==> src/shared/pwr_state_pkg.sv <==
// Constants and state types for the board power state controller.
// Assumes a 125 MHz standby clock that runs whenever AC power is present.
package pwr_state_pkg;
  localparam int unsigned CLK_HZ = 125000000;
  localparam int unsigned LONG_PRESS_S = 4;
  localparam int unsigned LONG_PRESS_CYC = LONG_PRESS_S * CLK_HZ;
  localparam int unsigned DEBOUNCE_MS = 10;
  localparam int unsigned DEBOUNCE_CYC = DEBOUNCE_MS * (CLK_HZ / 1000);
  // Sleep type codes carried on the sleep command
  localparam logic [1:0] SLP_S1 = 2'h0;
  localparam logic [1:0] SLP_S3 = 2'h1;
  localparam logic [1:0] SLP_S4 = 2'h2;
  localparam logic [1:0] SLP_S5 = 2'h3;
  typedef enum logic [4:0] {
    ST_S0 = 5'h01,
    ST_S1 = 5'h02,
    ST_S3 = 5'h04,
    ST_S4 = 5'h08,
    ST_S5 = 5'h10
  } pwr_state_t;
endpackage

==> src/rtl/board_power_state_controller.sv <==
// Board power state controller: state, switch timing, wake gating, rails.
// Assumes standby-powered clock; the switch and the seven wake pin inputs are asynchronous.
`timescale 1ns/10ps
module board_power_state_controller #(
  parameter int unsigned LONG_PRESS_CYC = pwr_state_pkg::LONG_PRESS_CYC,
  parameter int unsigned DEBOUNCE_CYC = pwr_state_pkg::DEBOUNCE_CYC
) (
  input wire logic clk_i,
  input wire logic rst_i,
  input wire logic pwr_sw_n_i,
  input wire logic rtc_alarm_i,
  input wire logic pcie_wake_n_i,
  input wire logic ring_i,
  input wire logic kbd_act_i,
  input wire logic usb_act_i,
  input wire logic lan_wake_i,
  input wire logic pme_n_i,
  input wire logic lan_pme_s5_en_i,
  input wire logic sleep_req_i,
  input wire logic [1:0] sleep_type_i,
  input wire logic restore_en_i,
  input wire logic last_on_i,
  output logic fan_on_o,
  output logic main_rails_on_o,
  output logic cpu_pwr_on_o,
  output logic cold_boot_o,
  output logic resume_o,
  output logic [4:0] state_o
);
  // Two-flop synchronisers for the switch and the seven wake inputs
  localparam int NIN = 8;
  logic [NIN-1:0] raw;
  logic [NIN-1:0] s1_ff;
  logic [NIN-1:0] s2_ff;
  assign raw = {~pwr_sw_n_i, rtc_alarm_i, ~pcie_wake_n_i, ring_i,
                kbd_act_i, usb_act_i, lan_wake_i, ~pme_n_i};
  genvar g;
  generate
    for (g = 0; g < NIN; g++) begin : g_sync
      always_ff @(posedge clk_i or posedge rst_i) begin
        if (rst_i) begin
          s1_ff[g] <= 1'b0;
          s2_ff[g] <= 1'b0;
        end else begin
          s1_ff[g] <= raw[g];
          s2_ff[g] <= s1_ff[g];
        end
      end
    end
  endgenerate

  logic sw_raw, alarm, pwake, ring, kbd, usb, lan, pme;
  assign {sw_raw, alarm, pwake, ring, kbd, usb, lan, pme} = s2_ff;

  // Debounce the switch
  logic sw_db_ff;
  logic [31:0] db_cnt_ff;
  always_ff @(posedge clk_i or posedge rst_i) begin
    if (rst_i) begin
      sw_db_ff <= 1'b0;
      db_cnt_ff <= 32'h0;
    end else if (sw_raw == sw_db_ff) begin
      db_cnt_ff <= 32'h0;
    end else if (db_cnt_ff >= DEBOUNCE_CYC - 1) begin
      sw_db_ff <= sw_raw;
      db_cnt_ff <= 32'h0;
    end else begin
      db_cnt_ff <= db_cnt_ff + 32'h1;
    end
  end

  // Press timer from debounced edge; long fires once at exactly the limit
  logic [31:0] press_cnt_ff;
  logic long_done_ff;
  logic sw_prev_ff;
  logic press_rise, press_fall, long_hit, short_press;
  assign press_rise = sw_db_ff & ~sw_prev_ff;
  assign press_fall = ~sw_db_ff & sw_prev_ff;
  assign long_hit = sw_db_ff & ~long_done_ff & (press_cnt_ff >= LONG_PRESS_CYC - 1);
  assign short_press = press_fall & ~long_done_ff;
  always_ff @(posedge clk_i or posedge rst_i) begin
    if (rst_i) begin
      sw_prev_ff <= 1'b0;
      press_cnt_ff <= 32'h0;
      long_done_ff <= 1'b0;
    end else begin
      sw_prev_ff <= sw_db_ff;
      if (press_rise) begin
        press_cnt_ff <= 32'h0;
        long_done_ff <= 1'b0;
      end else if (sw_db_ff && !long_done_ff) begin
        press_cnt_ff <= press_cnt_ff + 32'h1;
        if (long_hit) begin
          long_done_ff <= 1'b1;
        end
      end
    end
  end

  pwr_state_pkg::pwr_state_t state_ff;
  pwr_state_pkg::pwr_state_t nxt_state;

  // Wake gating by current sleep state; events are levels seen only now
  function automatic logic wake_ok(input pwr_state_pkg::pwr_state_t st, input logic any_sleep,
                                   input logic s13, input logic s134, input logic s5x);
    case (st)
      pwr_state_pkg::ST_S1, pwr_state_pkg::ST_S3: wake_ok = any_sleep | s13 | s134;
      pwr_state_pkg::ST_S4: wake_ok = any_sleep | s134;
      pwr_state_pkg::ST_S5: wake_ok = any_sleep | s5x;
      default: wake_ok = 1'b0;
    endcase
  endfunction

  logic wake_any, wake_lanpme, wake_legacy, wake;
  assign wake_any = alarm | pwake;
  assign wake_legacy = ring | kbd | usb;
  assign wake_lanpme = lan | pme;
  // Not latched: a disallowed event leaves no trace
  assign wake = wake_ok(state_ff, wake_any, wake_legacy, wake_lanpme,
                        wake_lanpme & lan_pme_s5_en_i);

  // Power-on restore sampled after reset release
  logic boot_ff;
  always_ff @(posedge clk_i or posedge rst_i) begin
    if (rst_i) begin
      boot_ff <= 1'b1;
    end else begin
      boot_ff <= 1'b0;
    end
  end

  always_comb begin
    nxt_state = state_ff;
    case (state_ff)
      pwr_state_pkg::ST_S0: begin
        if (long_hit) begin
          nxt_state = pwr_state_pkg::ST_S5;
        end else if (short_press) begin
          nxt_state = pwr_state_pkg::ST_S1;
        end else if (sleep_req_i) begin
          case (sleep_type_i)
            pwr_state_pkg::SLP_S1: nxt_state = pwr_state_pkg::ST_S1;
            pwr_state_pkg::SLP_S3: nxt_state = pwr_state_pkg::ST_S3;
            pwr_state_pkg::SLP_S4: nxt_state = pwr_state_pkg::ST_S4;
            default: nxt_state = pwr_state_pkg::ST_S5;
          endcase
        end
      end
      pwr_state_pkg::ST_S1, pwr_state_pkg::ST_S3, pwr_state_pkg::ST_S4: begin
        if (long_hit) begin
          nxt_state = pwr_state_pkg::ST_S5;
        end else if (short_press || wake) begin
          nxt_state = pwr_state_pkg::ST_S0;
        end
      end
      pwr_state_pkg::ST_S5: begin
        if (boot_ff) begin
          if (restore_en_i && last_on_i) begin
            nxt_state = pwr_state_pkg::ST_S0;
          end
        end else if (short_press || wake) begin
          nxt_state = pwr_state_pkg::ST_S0;
        end
      end
      default: nxt_state = pwr_state_pkg::ST_S5;
    endcase
  end

  always_ff @(posedge clk_i or posedge rst_i) begin
    if (rst_i) begin
      state_ff <= pwr_state_pkg::ST_S5;
    end else begin
      state_ff <= nxt_state;
    end
  end

  // Outputs registered from next state
  logic fan_ff, rails_ff, cpu_ff, cold_ff, resume_ff;
  logic in_sleep;
  assign in_sleep = (state_ff == pwr_state_pkg::ST_S1) || (state_ff == pwr_state_pkg::ST_S3) ||
                    (state_ff == pwr_state_pkg::ST_S4);
  always_ff @(posedge clk_i or posedge rst_i) begin
    if (rst_i) begin
      fan_ff <= 1'b0;
      rails_ff <= 1'b0;
      cpu_ff <= 1'b0;
      cold_ff <= 1'b0;
      resume_ff <= 1'b0;
    end else begin
      fan_ff <= (nxt_state == pwr_state_pkg::ST_S0) || (nxt_state == pwr_state_pkg::ST_S1);
      // S1 keeps rails up; S3, S4, S5 drop to standby only
      rails_ff <= (nxt_state == pwr_state_pkg::ST_S0) || (nxt_state == pwr_state_pkg::ST_S1);
      cpu_ff <= (nxt_state == pwr_state_pkg::ST_S0);
      cold_ff <= (state_ff == pwr_state_pkg::ST_S5) && (nxt_state == pwr_state_pkg::ST_S0);
      resume_ff <= in_sleep && (nxt_state == pwr_state_pkg::ST_S0);
    end
  end

  assign fan_on_o = fan_ff;
  assign main_rails_on_o = rails_ff;
  assign cpu_pwr_on_o = cpu_ff;
  assign cold_boot_o = cold_ff;
  assign resume_o = resume_ff;
  assign state_o = state_ff;
endmodule

==> config.mk <==
export PLATFORM = sky130hd
export DESIGN_NAME = board_power_state_controller
export DESIGN_NICKNAME = d
export VERILOG_FILES = /design/src/shared/pwr_state_pkg.sv /design/src/rtl/board_power_state_controller.sv
export SDC_FILE = /design/constraint.sdc
export NUM_CORES = 1
export LEC_CHECK = 0
export BUFFER_PORTS_ARGS = -buffer_cell sky130_fd_sc_hd__buf_4
export CORE_UTILIZATION = 65
export DETAILED_ROUTE_END_ITERATION = 8
export PLACE_DENSITY = 0.86
export SLEW_MARGIN = 20
export SYNTH_ARGS = -nofsm -noshare
export SYNTH_HDL_FRONTEND = slang
export SYNTH_SLANG_ARGS = --single-unit
==> constraint.sdc <==
create_clock -name clk_i -period 7.26 [get_ports clk_i]
set_clock_uncertainty 0.2 [all_clocks]
set_input_delay 1.452 -clock clk_i [delete_from_list [all_inputs] [get_ports clk_i]]
set_output_delay 1.452 -clock clk_i [all_outputs]
set_load 0.01 [all_outputs]
# ---- After elaboration in Yosys (flattened, before gate mapping)
# Cells that the tools add are included.
dict set report op_classes {
  n_mux 17
  n_eq_ne 10
  n_lt_le_gt_ge 2
  addsub 2
  n_bitwise 21
  n_reduce_logical 16
}
# cell count
set op_table {}
lappend op_table {{$mux 32} 4}
lappend op_table {{$add 32x1->32 const B} 2}
lappend op_table {{$mux 5} 7}
lappend op_table {{$ge 32x21->1 const B} 1}
lappend op_table {{$ge 32x29->1 const B} 1}
lappend op_table {{$pmux 5 s3} 2}
lappend op_table {{$eq 5x1->1 const B} 2}
lappend op_table {{$eq 5x2->1 const B} 2}
lappend op_table {{$or 1x1->1} 8}
lappend op_table {{$not 1->1} 7}
lappend op_table {{$and 1x1->1} 6}
lappend op_table {{$eq 5x3->1 const B} 1}
lappend op_table {{$eq 5x4->1 const B} 1}
lappend op_table {{$eq 5x5->1 const B} 1}
lappend op_table {{$logic_and 1x1->1} 4}
lappend op_table {{$logic_or 1x1->1} 4}
lappend op_table {{$reduce_and 2->1} 2}
lappend op_table {{$reduce_bool 2->1} 2}
lappend op_table {{$mux 1} 3}
lappend op_table {{$pmux 1 s3} 1}
lappend op_table {{$reduce_or 3->1} 1}
lappend op_table {{$eq 2x1->1 const B} 1}
lappend op_table {{$eq 2x2->1 const B} 1}
lappend op_table {{$logic_not 2->1} 1}
lappend op_table {{3 further kinds} 3}
dict set report word_totals {
  wordCells 95
  register_bits 93
  inputBits 16
  out_inout_bits 10
}

# ---- Longest topological paths before layout
dict set report depth {
  ltp_word 11
  mapped_depth 8
  ltp_nobuf 7
}

# ---- Worst setup path before layout
# Ideal clock, no wire load.
dict set report synth_path {
  path_type {input to register}
  from {input port lan_pme_s5_en_i}
  to {register rails_ff (netlist: main_rails_on_o)}
  arrival_ns 2.473
  cell_stages 6
  required_ns 6.939
  slack_ns 4.466
  n_path_buf 0
  setup_ns 0.121
  cell_sequence {nor3_1 -> o21ai_1 -> a311o_1 -> a21oi_1 -> nor3_2 -> o22a_1}
}
dict set report synth_between {
  elab_chain_len 9
  word_cells_on_any_way 11
  cone_classes {eq/ne: 2; mux: 5; bitwise: 2; reduce/logical: 2}
}
# item line_no
set synth_lines {}
lappend synth_lines {{start: declaration} board_power_state_controller.sv:18} ;# input wire logic lan_pme_s5_en_i,
lappend synth_lines {{$and 1x1->1 *} board_power_state_controller.sv:120} ;# wake_lanpme & lan_pme_s5_en_i);
lappend synth_lines {{$or 1x1->1 *} board_power_state_controller.sv:109} ;# pwr_state_pkg::ST_S5: wake_ok = any_sleep | s5x;
lappend synth_lines {{$pmux 1 s3 *} board_power_state_controller.sv:106} ;# case (st)
lappend synth_lines {{$logic_or 1x1->1 *} {board_power_state_controller.sv:152, board_power_state_controller.sv:161}}
lappend synth_lines {{$mux 5 *} {board_power_state_controller.sv:152, board_power_state_controller.sv:161}}
lappend synth_lines {{$mux 5, on equally long branches} {board_power_state_controller.sv:157, board_power_state_controller.sv:150}}
lappend synth_lines {{$pmux 5 s3 *} board_power_state_controller.sv:134} ;# case (state_ff)
lappend synth_lines {{$eq 5x1->1 / $eq 5x2->1 (equally long branches)} board_power_state_controller.sv:192} ;# rails_ff <= (nxt_state == pwr_state_pkg::ST_S0) || (nxt_state == pwr_state_pkg::ST_S1);
lappend synth_lines {{$logic_or 1x1->1 *} board_power_state_controller.sv:192}
lappend synth_lines {{end signal: assignment} board_power_state_controller.sv:192}
lappend synth_lines {{end: declaration} board_power_state_controller.sv:178} ;# logic fan_ff, rails_ff, cpu_ff, cold_ff, resume_ff;
# Every way passes the cells marked *; elsewhere a longest branch is shown, timed or not.
# A chain may end at the register's enable or synchronous reset.

# ---- Worst setup path in the final report
dict set report layout_path {
  from {register state_ff[4] (netlist: state_o[4])}
  to {output port state_o[4]}
}
# item line_no
set layout_rtl {}
lappend layout_rtl {{start: declaration} board_power_state_controller.sv:100} ;# pwr_state_pkg::pwr_state_t state_ff;
lappend layout_rtl {{start signal: assignment} board_power_state_controller.sv:171} ;# state_ff <= pwr_state_pkg::ST_S5;
lappend layout_rtl {{start signal: assignment} board_power_state_controller.sv:173} ;# state_ff <= nxt_state;
lappend layout_rtl {{end: declaration} board_power_state_controller.sv:28} ;# output logic [4:0] state_o
# No word-level cell between the ends.

==> out/metrics.cfg <==
[setup_path]
crit-reg2reg-launch=db_cnt_ff[0]$_DFF_PP0_
cp.depth=1
critPathLaunch=state_o[4]$_DFF_PP1_
slowest_stage=dfstp_2
cpLargestDelayFamily=flip-flops
crit_required_ns=5.61
end_kind=output pin
crit_path_cell_trace=buf_4
crit_arrival_ns=1.14
critPathMaxStageDelay_ns=0.63
cp_num_buf_inv=1
reg2reg_depth=7
worst_setup_path_start_kind=flip-flop
cp_max_fo=10
critPathKind=flip-flop to output pin

[job]
drv_cap=0

[clocking]
cts_tree=yes
cts-resized-gates=0
post_cts_buffers=0
cts-root-buf=clkbuf_8
ctsLongestPathBuffers=2
h-tree-depth=3
hold_buffers=0
insertion_delay_ns=0.36
cts_sinks=93
path_clk_slew_ns=0.09
numCtsBuffers=9

[placed_design]
hpwlAfterDp_um=5282
io_buffers=25
place_area_mm2=0.004621
gp_congestion=0.9005

[power]
ir_drop_uv=168.1
combinationalPowerShare_pct=12.1
power_density_mw_per_mm2=212.0
p_leak_nw=2.056
power.switching_mw=0.2874
swShare_pct=28.15
internal_power_mw=0.7333
clkPwrFrac_pct=32.2
p_seq_share_pct=55.7

[sta]
final_max_slew_viol_count=0
hold_viol=0
tightest_slew_ns=1.098
setup_viol=0
max_freq_ghz=0.3576
rsz0062_at_grt=no
final.period_utilization_pct=38.52
min_period_ns=2.797
relSlewSlack_pct=26.79
fin_tns_setup_ns=0
whs_ns=0.1564

[yosys]
synth.cell_area_mm2=0.004359
ys_seq_elements=93
syn_inst=421
synth_area_leaders=dfrtp_1 (52%), xor2_1 (6.2%), nor2_1 (5.1%)
yosysMostFrequentCell=dfrtp_1
syn_avg_cell_area_um2=10.35
synthDistinctLibCells=52
yosys_warnings=0
synth_top_area_share_pct=52.24
seq_area_frac_synth_pct=53.44
synth_common_cells=dfrtp_1 (91), nor2_1 (59), nand2_1 (38), xor2_1 (31)
synth_edf_count=0
yosysTopAreaCell=dfrtp_1
yosys_most_used_dff=dfrtp_1
synthArstFlopShare_pct=100.0

[grt]
grt_util_met3_pct=4.055
use_met2_pct=42.03
use_met1_pct=30.95
grt_pass1_wl_um=13630
grt_max_degree=94
grt_pass1_vias=3103
antenna_found_initial=0
grt_usage_pct=24.60
top_usage_layer=met2
globalRouteOverflowTotal=0

[route]
drt_iter0_markers=228
via_per_inst=5.778
routedWlPerCell_um=14.52
firstDrtPassIters=7
wl_um=7784
drc_errors=6
via_count=3097
drtAntennaViolNets=0

[floorplanning]
die_w_um=83.89
start_util_pct=67.87
die-area_mm2=0.007038
rows=29
die_h_um=83.89
coreArea_mm2=0.006422
io_pins=26

[status]
status=finished with violations
violations=design-rule violations

[finish]
drive_above_1_share_pct=15.90
n_antenna_cell=0
nNetsFinal=472
area_delta_synth_final_pct=10.45
final_area_mm2=0.004815
num-fill-cells=456
final_util_pct=74.97

[hold_path]
min_path_cells=0
hp-class=flip-flop to flip-flop
hold_path_startpoint=s1_ff[6]$_DFF_PP0_

[layout by cell type (no fill, tap or decap), types with 2 or more instances in the layout]
| cell type | instances |
|---|---|
| dfrtp_1 | 91 |
| nor2_1 | 59 |
| nand2_1 | 38 |
| xor2_1 | 31 |
| buf_4 | 26 |
| xnor2_1 | 21 |
| nor3_2 | 21 |
| nand3_1 | 20 |
| nand4_1 | 15 |
| conb_1 | 12 |
| nor3_1 | 11 |
| o21ai_0 | 11 |
| nor4_1 | 9 |
| inv_1 | 9 |
| clkbuf_8 | 9 |
| and3_1 | 8 |
| a21oi_1 | 6 |
| and4_1 | 4 |
| and2_1 | 4 |
| or3_1 | 4 |
| nand2b_1 | 3 |
| o21bai_1 | 3 |
| nor3b_1 | 3 |
| clkinv_4 | 3 |
| a2bb2oi_1 | 2 |
| a211oi_1 | 2 |
| o21ai_1 | 2 |
| ha_1 | 2 |
| dfstp_2 | 2 |
| inv_8 | 2 |
| inv_6 | 2 |
[through the flow]
step	total power, mW	instances	setup WS, ns
floorplan	0.6569	432	3.191
global placement	0.6956	520	4.292
detailed placement	0.7013	520	4.276
CTS	1.030	536	4.448
global route	1.070	536	4.329
finish	1.021	536	4.463
[power groups by stage]
stage / clock network [mW] / registers [mW] / logic [mW]
4_1_cts: 0.339 / 0.568 / 0.123
3_3_place_gp: 0 / 0.576 / 0.119
5_1_grt: 0.361 / 0.572 / 0.137
3_5_place_dp: 0 / 0.578 / 0.123
6_report: 0.329 / 0.568 / 0.124
2_1_floorplan: 0 / 0.570 / 0.0873
[flip-flops by register name, summed over array words and instances, names as in the netlist, 5 cells and up]
signal        flops
db_cnt_ff        32
press_cnt_ff     32
s1_ff             8
state_o           5
[kinds of logic (layout without fill, tap and decap cells)]
kind of cell / after synthesis / in the layout / synth area share (%)
flip-flops: 93 / 93 / 53.44
AO/OA/AOI/OAI: 39 / 39 / 6.257
adder cells (fa/ha/maj): 2 / 2 / 0.5740
buffers and inverters: 26 / 53 / 2.756
AND/OR/NAND/NOR: 208 / 208 / 26.44
XOR/XNOR: 52 / 52 / 10.45
other: 1 / 12 / 0.08603
[area by class of cell]
| cell class | instances | area (um2) | share of cell area (%) |
|---|---|---|---|
| Timing Repair Buffer | 27 | 206.4 | 4.288 |
| Sequential cell | 93 | 2330 | 48.39 |
| Clock inverter | 7 | 66.31 | 1.377 |
| Clock buffer | 9 | 123.9 | 2.573 |
| Inverter | 10 | 38.79 | 0.8056 |
| Tap cell | 77 | 96.34 | 2.001 |
| Multi-Input combinational cell | 313 | 1953 | 40.57 |
[metal layers]
| metal | up-vias | part of all wire, % |
|---|---|---|
| li1 | 1511 | - |
| met1 | 1507 | 45 |
| met2 | 66 | 51 |
| met3 | 13 | 3.1 |
| met4 | 0 | 1.5 |
| met5 | - | 0 |
[worst reg2reg max path: stages, from the launching register on]
cell,delay (ns)
dfrtp_1,0.43
ha_1,0.25
a311oi_1,0.26
o21ai_1,0.14
a2111oi_2,0.37
nor2_1,0.11
o21a_1,0.56
nor3_2,0.34
[final timing paths]
| path | slack (ns) | endpoint |
|---|---|---|
| min | 0.16 | alarm$_DFF_PP0_ |
| min in group asynchronous | 1.09 | s1_ff[5]$_DFF_PP0_ |
| max reg2reg | 4.50 | db_cnt_ff[7]$_DFF_PP0_ |
| max | 4.46 | state_o[4] |
| max in group asynchronous | 5.20 | state_o[1]$_DFF_PP0_ |
| min reg2reg | 0.16 | alarm$_DFF_PP0_ |
Note: power is estimated with default switching activity, not from simulation.
